## src/inc/adc_cfg_defs.vh

```
`ifndef ADC_CFG_DEFS_VH
`define ADC_CFG_DEFS_VH

// ****************************************
// Bus widths and responses
// ****************************************
`define ADDR_W 10
`define DATA_W 32
`define IDX_W 8
`define RESP_OKAY 2'h0
`define RESP_SLVERR 2'h2

// ****************************************
// Register indices, byte address is 4x
// ****************************************
`define IDX_PWR_FMT 8'h63
`define IDX_PATTERN 8'h65
`define IDX_GAIN 8'h68
`define IDX_CUST_LO 8'h69
`define IDX_CUST_HI 8'h6A
`define IDX_CLK_GAIN 8'h6B
`define IDX_IFACE 8'h6C
`define IDX_REF_SCALE 8'h6D

// ****************************************
// Field positions
// ****************************************
`define PD_BIT 7
`define LOW_BIT 4
`define ENC_BIT 3
`define PAT_HI 7
`define PAT_LO 5
`define GAIN_HI 3
`define CUST_HI_HI 5
`define CLKG_HI 5
`define IFACE_HI 4
`define IFACE_LO 3
`define SRST_BIT 1
`define REF_BIT 4
`define SCALE_HI 7
`define SCALE_LO 5

// ****************************************
// Reset values and codes
// ****************************************
`define GAIN_DEF 4'h8
`define GAIN_MAX 4'hE
`define CLKG_DEF 6'h20
`define IFACE_DEF 2'h0
`define IFACE_CMOS 2'h3
`define SCALE_DEF 3'h1
`define PAT_NORMAL 3'h0
`define PAT_ZEROS 3'h1
`define PAT_ONES 3'h2
`define PAT_TOGGLE 3'h3
`define PAT_RAMP 3'h4
`define PAT_CUSTOM 3'h5
`define SAMPLE_W 14
`define RAMP_START 14'h0000
`define RAMP_END 14'h3FFF
`define TOGGLE_SEED 14'h1555
`define ALL_ONES 14'h3FFF

`endif

```

## src/design/adc_config_register_bank.v

```verilog
// Function
// - Power down stops core, references, output buffers
// - Low-rate mode bit selects sample-rate range
// - Format bit picks two's complement or binary
// - Pattern code replaces samples on data outputs
// - Toggle code alternates bits in time, space
// - Ramp code counts 0x0000 to 0x3FFF
// - Custom code drives programmed 14-bit word
// - Two registers hold custom word halves
// - Gain field in 1 dB steps, 0 dB default
// - Clock buffer gain field, gain 1 default
// - Soft reset bit restores all defaults
// - Interface field picks DDR LVDS or CMOS
// - Reference bit picks internal or external
// - Power scaling field, highest rate default
//
// Design decision made here: register access over AXI4-Lite.
`timescale 1ns/1ns
`include "adc_cfg_defs.vh"

module adc_config_register_bank (
    input wire aclk,
    input wire aresetn,
    input wire [`ADDR_W-1:0] s_axi_awaddr,
    input wire s_axi_awvalid,
    output wire s_axi_awready,
    input wire [`DATA_W-1:0] s_axi_wdata,
    input wire [3:0] s_axi_wstrb,
    input wire s_axi_wvalid,
    output wire s_axi_wready,
    output wire [1:0] s_axi_bresp,
    output wire s_axi_bvalid,
    input wire s_axi_bready,
    input wire [`ADDR_W-1:0] s_axi_araddr,
    input wire s_axi_arvalid,
    output wire s_axi_arready,
    output wire [`DATA_W-1:0] s_axi_rdata,
    output wire [1:0] s_axi_rresp,
    output wire s_axi_rvalid,
    input wire s_axi_rready,
    input wire [`SAMPLE_W-1:0] sample_in,
    output wire [`SAMPLE_W-1:0] data_out,
    output wire data_oe,
    output wire core_power_down,
    output wire low_speed_mode,
    output wire sample_encoding_select,
    output wire [3:0] analog_gain,
    output wire gain_code_valid,
    output wire [5:0] clk_buf_gain,
    output wire clk_gain_code_valid,
    output wire cmos_mode,
    output wire external_reference,
    output wire [2:0] power_scale,
    output wire soft_reset_pulse
);

    // ****************************************
    // Stored fields
    // ****************************************
    reg pd_reg;
    reg low_reg;
    reg enc_reg;
    reg [2:0] pat_reg;
    reg [3:0] gain_reg;
    reg [7:0] cust_lo_reg;
    reg [5:0] cust_hi_reg;
    reg [5:0] clkg_reg;
    reg [1:0] iface_reg;
    reg ref_reg;
    reg [2:0] scale_reg;
    reg srst_pulse_reg;

    wire wr_en;
    wire [`IDX_W-1:0] wr_index;
    wire [7:0] wr_data;
    wire wr_hit;
    wire [`IDX_W-1:0] rd_index;
    reg [7:0] rd_data;
    wire rd_hit;
    wire soft_rst;
    wire any_rst;

    // ****************************************
    // Address decode
    // ****************************************
    function is_mapped;
        input [`IDX_W-1:0] idx;
        begin
            case (idx)
                `IDX_PWR_FMT,
                `IDX_PATTERN,
                `IDX_GAIN,
                `IDX_CUST_LO,
                `IDX_CUST_HI,
                `IDX_CLK_GAIN,
                `IDX_IFACE,
                `IDX_REF_SCALE: is_mapped = 1'b1;
                default: is_mapped = 1'b0;
            endcase
        end
    endfunction

    function wr_to;
        input [`IDX_W-1:0] target;
        begin
            wr_to = wr_en && (wr_index == target);
        end
    endfunction

    assign wr_hit = is_mapped(wr_index);
    assign rd_hit = is_mapped(rd_index);

    // Reset wins over the other fields of the same write
    assign soft_rst = wr_to(`IDX_IFACE) && wr_data[`SRST_BIT];
    assign any_rst = !aresetn || soft_rst;

    // ****************************************
    // Bus slave
    // ****************************************
    axil_port u_port (
        .aclk(aclk),
        .aresetn(aresetn),
        .s_axi_awaddr(s_axi_awaddr),
        .s_axi_awvalid(s_axi_awvalid),
        .s_axi_awready(s_axi_awready),
        .s_axi_wdata(s_axi_wdata),
        .s_axi_wstrb(s_axi_wstrb),
        .s_axi_wvalid(s_axi_wvalid),
        .s_axi_wready(s_axi_wready),
        .s_axi_bresp(s_axi_bresp),
        .s_axi_bvalid(s_axi_bvalid),
        .s_axi_bready(s_axi_bready),
        .s_axi_araddr(s_axi_araddr),
        .s_axi_arvalid(s_axi_arvalid),
        .s_axi_arready(s_axi_arready),
        .s_axi_rdata(s_axi_rdata),
        .s_axi_rresp(s_axi_rresp),
        .s_axi_rvalid(s_axi_rvalid),
        .s_axi_rready(s_axi_rready),
        .wr_en(wr_en),
        .wr_index(wr_index),
        .wr_data(wr_data),
        .wr_hit(wr_hit),
        .rd_index(rd_index),
        .rd_data(rd_data),
        .rd_hit(rd_hit)
    );

    // ****************************************
    // Power, speed and format
    // ****************************************
    always @(posedge aclk) begin
        if (any_rst) begin
            pd_reg <= 1'b0;
            low_reg <= 1'b0;
            enc_reg <= 1'b0;
        end else if (wr_to(`IDX_PWR_FMT)) begin
            pd_reg <= wr_data[`PD_BIT];
            low_reg <= wr_data[`LOW_BIT];
            enc_reg <= wr_data[`ENC_BIT];
        end
    end

    // ****************************************
    // Test pattern and custom word
    // ****************************************
    always @(posedge aclk) begin
        if (any_rst) begin
            pat_reg <= `PAT_NORMAL;
        end else if (wr_to(`IDX_PATTERN)) begin
            pat_reg <= wr_data[`PAT_HI:`PAT_LO];
        end
    end

    always @(posedge aclk) begin
        if (any_rst) begin
            cust_lo_reg <= 8'h00;
        end else if (wr_to(`IDX_CUST_LO)) begin
            cust_lo_reg <= wr_data;
        end
    end

    always @(posedge aclk) begin
        if (any_rst) begin
            cust_hi_reg <= 6'h00;
        end else if (wr_to(`IDX_CUST_HI)) begin
            cust_hi_reg <= wr_data[`CUST_HI_HI:0];
        end
    end

    // ****************************************
    // Analogue and clock buffer gain
    // ****************************************
    always @(posedge aclk) begin
        if (any_rst) begin
            gain_reg <= `GAIN_DEF;
        end else if (wr_to(`IDX_GAIN)) begin
            gain_reg <= wr_data[`GAIN_HI:0];
        end
    end

    always @(posedge aclk) begin
        if (any_rst) begin
            clkg_reg <= `CLKG_DEF;
        end else if (wr_to(`IDX_CLK_GAIN)) begin
            clkg_reg <= wr_data[`CLKG_HI:0];
        end
    end

    // ****************************************
    // Interface, reference and scaling
    // ****************************************
    always @(posedge aclk) begin
        if (any_rst) begin
            iface_reg <= `IFACE_DEF;
        end else if (wr_to(`IDX_IFACE)) begin
            iface_reg <= wr_data[`IFACE_HI:`IFACE_LO];
        end
    end

    always @(posedge aclk) begin
        if (any_rst) begin
            ref_reg <= 1'b0;
            scale_reg <= `SCALE_DEF;
        end else if (wr_to(`IDX_REF_SCALE)) begin
            ref_reg <= wr_data[`REF_BIT];
            // Any code is stored; matching it to the rate is up to software
            scale_reg <= wr_data[`SCALE_HI:`SCALE_LO];
        end
    end

    // One-cycle flag to the analogue side after a soft reset
    always @(posedge aclk) begin
        if (!aresetn) begin
            srst_pulse_reg <= 1'b0;
        end else begin
            srst_pulse_reg <= soft_rst;
        end
    end

    // ****************************************
    // Read back
    // ****************************************
    // Soft reset bit is self clearing and reads as zero
    always @* begin
        rd_data = 8'h00;
        case (rd_index)
            `IDX_PWR_FMT: begin
                rd_data[`PD_BIT] = pd_reg;
                rd_data[`LOW_BIT] = low_reg;
                rd_data[`ENC_BIT] = enc_reg;
            end
            `IDX_PATTERN: begin
                rd_data[`PAT_HI:`PAT_LO] = pat_reg;
            end
            `IDX_GAIN: begin
                rd_data[`GAIN_HI:0] = gain_reg;
            end
            `IDX_CUST_LO: begin
                rd_data = cust_lo_reg;
            end
            `IDX_CUST_HI: begin
                rd_data[`CUST_HI_HI:0] = cust_hi_reg;
            end
            `IDX_CLK_GAIN: begin
                rd_data[`CLKG_HI:0] = clkg_reg;
            end
            `IDX_IFACE: begin
                rd_data[`IFACE_HI:`IFACE_LO] = iface_reg;
            end
            `IDX_REF_SCALE: begin
                rd_data[`REF_BIT] = ref_reg;
                rd_data[`SCALE_HI:`SCALE_LO] = scale_reg;
            end
            default: begin
                rd_data = 8'h00;
            end
        endcase
    end

    // ****************************************
    // Data path patterns
    // ****************************************
    pattern_gen u_pattern (
        .aclk(aclk),
        .aresetn(aresetn),
        .pattern_code(pat_reg),
        .custom_word({cust_hi_reg, cust_lo_reg}),
        .straight_binary(enc_reg),
        .power_down(pd_reg),
        .sample_in(sample_in),
        .data_out(data_out),
        .data_oe(data_oe)
    );

    // ****************************************
    // Field outputs
    // ****************************************
    assign core_power_down = pd_reg;
    assign low_speed_mode = low_reg;
    assign sample_encoding_select = enc_reg;
    assign analog_gain = gain_reg;
    // Unlisted codes pass through; flags let the analogue side ignore them
    assign gain_code_valid = gain_reg[`GAIN_HI] &&
        (gain_reg <= `GAIN_MAX);
    assign clk_buf_gain = clkg_reg;
    assign clk_gain_code_valid = (clkg_reg == 6'h23) ||
        (clkg_reg == 6'h20) || (clkg_reg == 6'h26) ||
        (clkg_reg == 6'h2A) || (clkg_reg == 6'h32);
    // Codes 00 and 01 are both LVDS; 10 is treated as LVDS
    assign cmos_mode = (iface_reg == `IFACE_CMOS);
    assign external_reference = ref_reg;
    assign power_scale = scale_reg;
    assign soft_reset_pulse = srst_pulse_reg;

endmodule

```

## src/design/axil_port.v

```verilog
`timescale 1ns/1ns
`include "adc_cfg_defs.vh"

module axil_port (
    input wire aclk,
    input wire aresetn,
    input wire [`ADDR_W-1:0] s_axi_awaddr,
    input wire s_axi_awvalid,
    output wire s_axi_awready,
    input wire [`DATA_W-1:0] s_axi_wdata,
    input wire [3:0] s_axi_wstrb,
    input wire s_axi_wvalid,
    output wire s_axi_wready,
    output reg [1:0] s_axi_bresp,
    output reg s_axi_bvalid,
    input wire s_axi_bready,
    input wire [`ADDR_W-1:0] s_axi_araddr,
    input wire s_axi_arvalid,
    output wire s_axi_arready,
    output reg [`DATA_W-1:0] s_axi_rdata,
    output reg [1:0] s_axi_rresp,
    output reg s_axi_rvalid,
    input wire s_axi_rready,
    output wire wr_en,
    output wire [`IDX_W-1:0] wr_index,
    output wire [7:0] wr_data,
    input wire wr_hit,
    output wire [`IDX_W-1:0] rd_index,
    input wire [7:0] rd_data,
    input wire rd_hit
);
    reg aw_full_reg;
    reg w_full_reg;
    reg [`IDX_W-1:0] aw_idx_reg;
    reg [7:0] w_data_reg;
    reg w_lane_reg;

    assign s_axi_awready = !aw_full_reg && !s_axi_bvalid;
    assign s_axi_wready = !w_full_reg && !s_axi_bvalid;
    assign s_axi_arready = !s_axi_rvalid;
    assign wr_index = aw_idx_reg;
    assign wr_data = w_data_reg;
    // Only byte lane 0 carries register bits
    assign wr_en = aw_full_reg && w_full_reg && !s_axi_bvalid && w_lane_reg;
    assign rd_index = s_axi_araddr[`ADDR_W-1:2];

    always @(posedge aclk) begin
        if (!aresetn) begin
            aw_full_reg <= 1'b0;
            w_full_reg <= 1'b0;
            aw_idx_reg <= 8'h00;
            w_data_reg <= 8'h00;
            w_lane_reg <= 1'b0;
            s_axi_bvalid <= 1'b0;
            s_axi_bresp <= `RESP_OKAY;
        end else begin
            if (s_axi_awvalid && s_axi_awready) begin
                aw_full_reg <= 1'b1;
                aw_idx_reg <= s_axi_awaddr[`ADDR_W-1:2];
            end
            if (s_axi_wvalid && s_axi_wready) begin
                w_full_reg <= 1'b1;
                w_data_reg <= s_axi_wdata[7:0];
                w_lane_reg <= s_axi_wstrb[0];
            end
            if (aw_full_reg && w_full_reg && !s_axi_bvalid) begin
                aw_full_reg <= 1'b0;
                w_full_reg <= 1'b0;
                s_axi_bvalid <= 1'b1;
                s_axi_bresp <= wr_hit ? `RESP_OKAY : `RESP_SLVERR;
            end else if (s_axi_bvalid && s_axi_bready) begin
                s_axi_bvalid <= 1'b0;
            end
        end
    end

    always @(posedge aclk) begin
        if (!aresetn) begin
            s_axi_rvalid <= 1'b0;
            s_axi_rdata <= 32'h00000000;
            s_axi_rresp <= `RESP_OKAY;
        end else if (s_axi_arvalid && s_axi_arready) begin
            s_axi_rvalid <= 1'b1;
            s_axi_rdata <= {24'h000000, rd_data};
            s_axi_rresp <= rd_hit ? `RESP_OKAY : `RESP_SLVERR;
        end else if (s_axi_rvalid && s_axi_rready) begin
            s_axi_rvalid <= 1'b0;
        end
    end
endmodule

```

## src/design/pattern_gen.v

```verilog
`timescale 1ns/1ns
`include "adc_cfg_defs.vh"

module pattern_gen (
    input wire aclk,
    input wire aresetn,
    input wire [2:0] pattern_code,
    input wire [`SAMPLE_W-1:0] custom_word,
    input wire straight_binary,
    input wire power_down,
    input wire [`SAMPLE_W-1:0] sample_in,
    output reg [`SAMPLE_W-1:0] data_out,
    output reg data_oe
);
    reg [`SAMPLE_W-1:0] ramp_reg;
    reg [`SAMPLE_W-1:0] toggle_reg;
    reg [`SAMPLE_W-1:0] data_next;

    always @(posedge aclk) begin
        if (!aresetn || pattern_code != `PAT_RAMP) begin
            ramp_reg <= `RAMP_START;
        end else if (ramp_reg == `RAMP_END) begin
            ramp_reg <= `RAMP_START;
        end else begin
            ramp_reg <= ramp_reg + 14'h0001;
        end
    end

    // Neighbouring bits differ, and each bit flips every sample
    always @(posedge aclk) begin
        if (!aresetn || pattern_code != `PAT_TOGGLE) begin
            toggle_reg <= `TOGGLE_SEED;
        end else begin
            toggle_reg <= ~toggle_reg;
        end
    end

    always @* begin
        data_next = `RAMP_START;
        case (pattern_code)
            `PAT_NORMAL: begin
                // Core gives offset binary; MSB flip for 2's complement
                data_next = straight_binary ? sample_in :
                    {~sample_in[`SAMPLE_W-1], sample_in[`SAMPLE_W-2:0]};
            end
            `PAT_ZEROS: data_next = `RAMP_START;
            `PAT_ONES: data_next = `ALL_ONES;
            `PAT_TOGGLE: data_next = toggle_reg;
            `PAT_RAMP: data_next = ramp_reg;
            `PAT_CUSTOM: data_next = custom_word;
            default: data_next = `RAMP_START;
        endcase
    end

    always @(posedge aclk) begin
        if (!aresetn || power_down) begin
            data_out <= `RAMP_START;
            data_oe <= 1'b0;
        end else begin
            data_out <= data_next;
            data_oe <= 1'b1;
        end
    end
endmodule

```

## config.mk

```make
export PLATFORM = sky130hd
export DESIGN_NAME = adc_config_register_bank
export DESIGN_NICKNAME = d
export VERILOG_FILES = /design/src/design/adc_config_register_bank.v /design/src/design/axil_port.v /design/src/design/pattern_gen.v
export VERILOG_INCLUDE_DIRS = /design/src /design/src/inc
export SDC_FILE = /design/constraint.sdc
export NUM_CORES = 1
export LEC_CHECK = 0
export BUFFER_PORTS_ARGS = -buffer_cell sky130_fd_sc_hd__buf_4
export CORE_ASPECT_RATIO = 0.75
export CORE_MARGIN = 8
export CORE_UTILIZATION = 35
export CTS_CLUSTER_SIZE = 16
export DETAILED_ROUTE_END_ITERATION = 7
export PLACE_DENSITY_LB_ADDON = 0.3
export SYNTH_ARGS = -nofsm -noshare
export SYNTH_HDL_FRONTEND = slang
export SYNTH_SLANG_ARGS = --single-unit
```

## constraint.sdc

```tcl
create_clock -name aclk -period 2.8 [get_ports aclk]
set_input_delay 0.84 -clock aclk [delete_from_list [all_inputs] [get_ports aclk]]
set_output_delay 0.84 -clock aclk [all_outputs]
set_load 0.01 [all_outputs]
```

==> results_dict.tcl <==
set metrics [dict create \
    firstDrtPassIters 4 \
    post_synth.cell_area_avg_sq_um 8.918 \
    maxCapViolCount 0 \
    final_layout_size_suffix_gt1_share_pct 21.70 \
    power.static_leakage_nw 2.428 \
    cts_tree "built" \
    tightest_slew_ns 0.8297 \
    netlist_area_sq_um 5021 \
    dieArea_sq_um 18470 \
    timing.hold.worst_path_depth 1 \
    synth_area_leader_cell "sky130_fd_sc_hd__dfxtp_1" \
    rsz0062_at_grt "no" \
    drt-wirelength-per-cell_microns 16.58 \
    ffs_latches_synth 111 \
    timing.clock.skew_ns 0.006850 \
    run_status "completed" \
    setup.worst_path.class "register to output port" \
    async_flop_share_pct 0 \
    cts.path.max_buffers 2 \
    grt_antenna_before_repair 0 \
    dr.first_iter.drc_count 359 \
    initial_utilization_pct 35.20 \
    report.final.setup_viol 0 \
    design.core.area_sq_um 14260 \
    final_cells 839 \
    postSynthCellCount 563 \
    cts_made_buffers 9 \
    place.port_buffers 96 \
    synthDominantCellAreaShare_pct 44.26 \
    start_kind "register" \
    later_pin_clock_latency_in_the_skew_report_ns 0.35 \
    pwr_density_cell_nw_per_um2 535.6 \
    remaining_routing_drc_violations 0 \
    seqCellArea_sq_um 2222 \
    whs_ns 0.3846 \
    depth_of_the_worst_register_to_register_path 5 \
    synth-warning-count 0 \
    synth_edf_count 0 \
    cp_data_arrival_time_ns 1.73 \
    cp-end-kind "output port" \
    timing.setup.tns_ns 0 \
    yosysUniqueCellTypes 57 \
    chipWidth_microns 154.3 \
    cts-htree-levels 3 \
    multiInputGateArea_sq_um 2504 \
    reg2reg_setup_slack_ns 0.53 \
    dpl_worst_slack_ns 0.5583 \
    final_max_slew_viols 0 \
    place.gp.congestion 0.8450 \
    route.vias.total 4275 \
    slew-limit-headroom_pct 44.27 \
    via_per_inst 5.095 \
    num_antenna_cells 0 \
    postCtsHoldBufs 0 \
    yosys.cell_count.top_type "sky130_fd_sc_hd__dfxtp_1" \
    wl_microns 13910 \
    cts.repair.resized 0 \
    io-pin-count 154 \
    most_frequent_cells_after_synthesis "sky130_fd_sc_hd__dfxtp_1 (111), sky130_fd_sc_hd__nor2_1 (81), sky130_fd_sc_hd__nand2_1 (63)" \
    timing.critical_path.fanout_max 6 \
    post_cts_buffers 0 \
    yosysSeqAreaShare_pct 44.26 \
    dp_hpwl_microns 10720 \
    synthTopCellsByArea "sky130_fd_sc_hd__dfxtp_1 (44%), sky130_fd_sc_hd__mux2i_1 (9.2%), sky130_fd_sc_hd__nor2_1 (6.1%)" \
    min_period_over_period_pct 91.87 \
    overflow 0 \
    area_growth_syn_to_layout_pct 22.85 \
    final_design_area_no_fill_sq_um 6168 \
    placedCellCount 823 \
    worst_ir_drop_vdd_v 0.0003316 \
    rows 38 \
    tritoncts_sinks 111 \
    nNetsFinal 732 \
    max_freq_mhz 388.8 \
    min_path_type "register to register" \
    post_route_total_power_mw 3.304 \
    grt.total_usage_pct 14.60 \
    grt_start_max_net_pins 37 \
    cts-root-buf "sky130_fd_sc_hd__clkbuf_16" \
    placed_instance_area_sq_um 5844 \
    grt_pass1_wl_microns 21650 \
    fp.dieH_microns 119.7 \
    post-route-min-period_ns 2.572 \
    ys.flop_type "sky130_fd_sc_hd__dfxtp_1" \
    number_of_global_route_vias_before_repair 4113 \
    setup_slack_ns 0.2277 \
    nFillCells 1378 \
    critical_path_required_ns 1.96 \
    cts.reportedPaths.clkPinSlew_ns 0.07 \
    report.final.hold_viol_count 0 \
    final_util_pct 43.25 \
    route.antenna.remaining_nets 0 \
]
metal layers:
layer	vias up	global-route usage, %	wire, microns
met4	0	4.335	131
met3	11	2.838	912
li1	2097	-	-
met5	-	0	0
met1	2036	19.25	6472
met2	131	23.87	6397
worst max-delay path, stage by stage (launching register included):
cell                       delay (ns)
sky130_fd_sc_hd__dfxtp_1         0.51
sky130_fd_sc_hd__xor2_1          0.19
sky130_fd_sc_hd__a211oi_1        0.09
sky130_fd_sc_hd__a211o_1         0.26
sky130_fd_sc_hd__a21boi_0        0.18
sky130_fd_sc_hd__buf_4           0.15
cell type report:
| class | instances | area share [%] |
|---|---|---|
| well taps | 180 | 3.651 |
| flip-flops and latches | 111 | 36.02 |
| inverters | 14 | 0.8519 |
| clock buffers | 11 | 3.935 |
| clock inverters | 5 | 1.318 |
| repair buffers | 112 | 13.63 |
| multi-input cells | 406 | 40.59 |
where the power goes:
part | internal [mW] | total (mW) | leakage, nW | switching [mW]
Sequential | 1.61 | 1.65 | 0.903 | 0.0348
Clock | 0.810 | 1.39 | 0.156 | 0.576
Combinational | 0.121 | 0.269 | 1.37 | 0.149
Total | 2.54 | 3.30 | 2.43 | 0.760
placed cells by master, fill, tap and decap left out, types with 5 or more instances in the layout:
| cell type | count |
|---|---|
| sky130_fd_sc_hd__a211oi_1 | 12 |
| sky130_fd_sc_hd__a21oi_1 | 34 |
| sky130_fd_sc_hd__a221oi_1 | 6 |
| sky130_fd_sc_hd__a22oi_1 | 7 |
| sky130_fd_sc_hd__a31oi_1 | 5 |
| sky130_fd_sc_hd__buf_4 | 112 |
| sky130_fd_sc_hd__clkbuf_16 | 9 |
| sky130_fd_sc_hd__conb_1 | 26 |
| sky130_fd_sc_hd__dfxtp_1 | 111 |
| sky130_fd_sc_hd__inv_1 | 13 |
| sky130_fd_sc_hd__mux2_2 | 5 |
| sky130_fd_sc_hd__mux2i_1 | 46 |
| sky130_fd_sc_hd__nand2_1 | 63 |
| sky130_fd_sc_hd__nand2b_1 | 6 |
| sky130_fd_sc_hd__nand3_1 | 12 |
| sky130_fd_sc_hd__nand3b_1 | 6 |
| sky130_fd_sc_hd__nand4_1 | 6 |
| sky130_fd_sc_hd__nor2_1 | 81 |
| sky130_fd_sc_hd__nor2b_1 | 7 |
| sky130_fd_sc_hd__nor3_1 | 5 |
| sky130_fd_sc_hd__nor4_1 | 5 |
| sky130_fd_sc_hd__o21ai_0 | 10 |
| sky130_fd_sc_hd__xnor2_1 | 8 |
| sky130_fd_sc_hd__xor2_1 | 7 |
path summary, 6_finish.rpt:
| kind | start | to |
|---|---|---|
| min reg2reg | u_pattern.toggle_reg[2]$_SDFF_PP1_ | u_pattern.toggle_reg[2]$_SDFF_PP1_ |
| min | u_pattern.toggle_reg[2]$_SDFF_PP1_ | u_pattern.toggle_reg[2]$_SDFF_PP1_ |
| max | clk_buf_gain[3]$_SDFFE_PP0P_ | clk_gain_code_valid |
| max reg2reg | u_port.w_lane_reg$_SDFFE_PN0P_ | cust_hi_reg[0]$_SDFFE_PP0P_ |
cell families (layout without fill, tap and decap cells):
kind of cell               Yosys count  count (layout)  share of synthesized area (%)
DFF                                111             111                          44.26
other                                1              26                        0.07469
xor gates and xnor gates            15              15                          2.617
buffers and inverters               71             142                          7.750
AOI/OAI and AO/OA                   96              96                          12.73
muxes                               54              54                          11.64
adders and majority gates            1               1                         0.2492
and+or+nand+nor                    214             214                          20.68
Note: power is estimated with default switching activity, not from simulation.
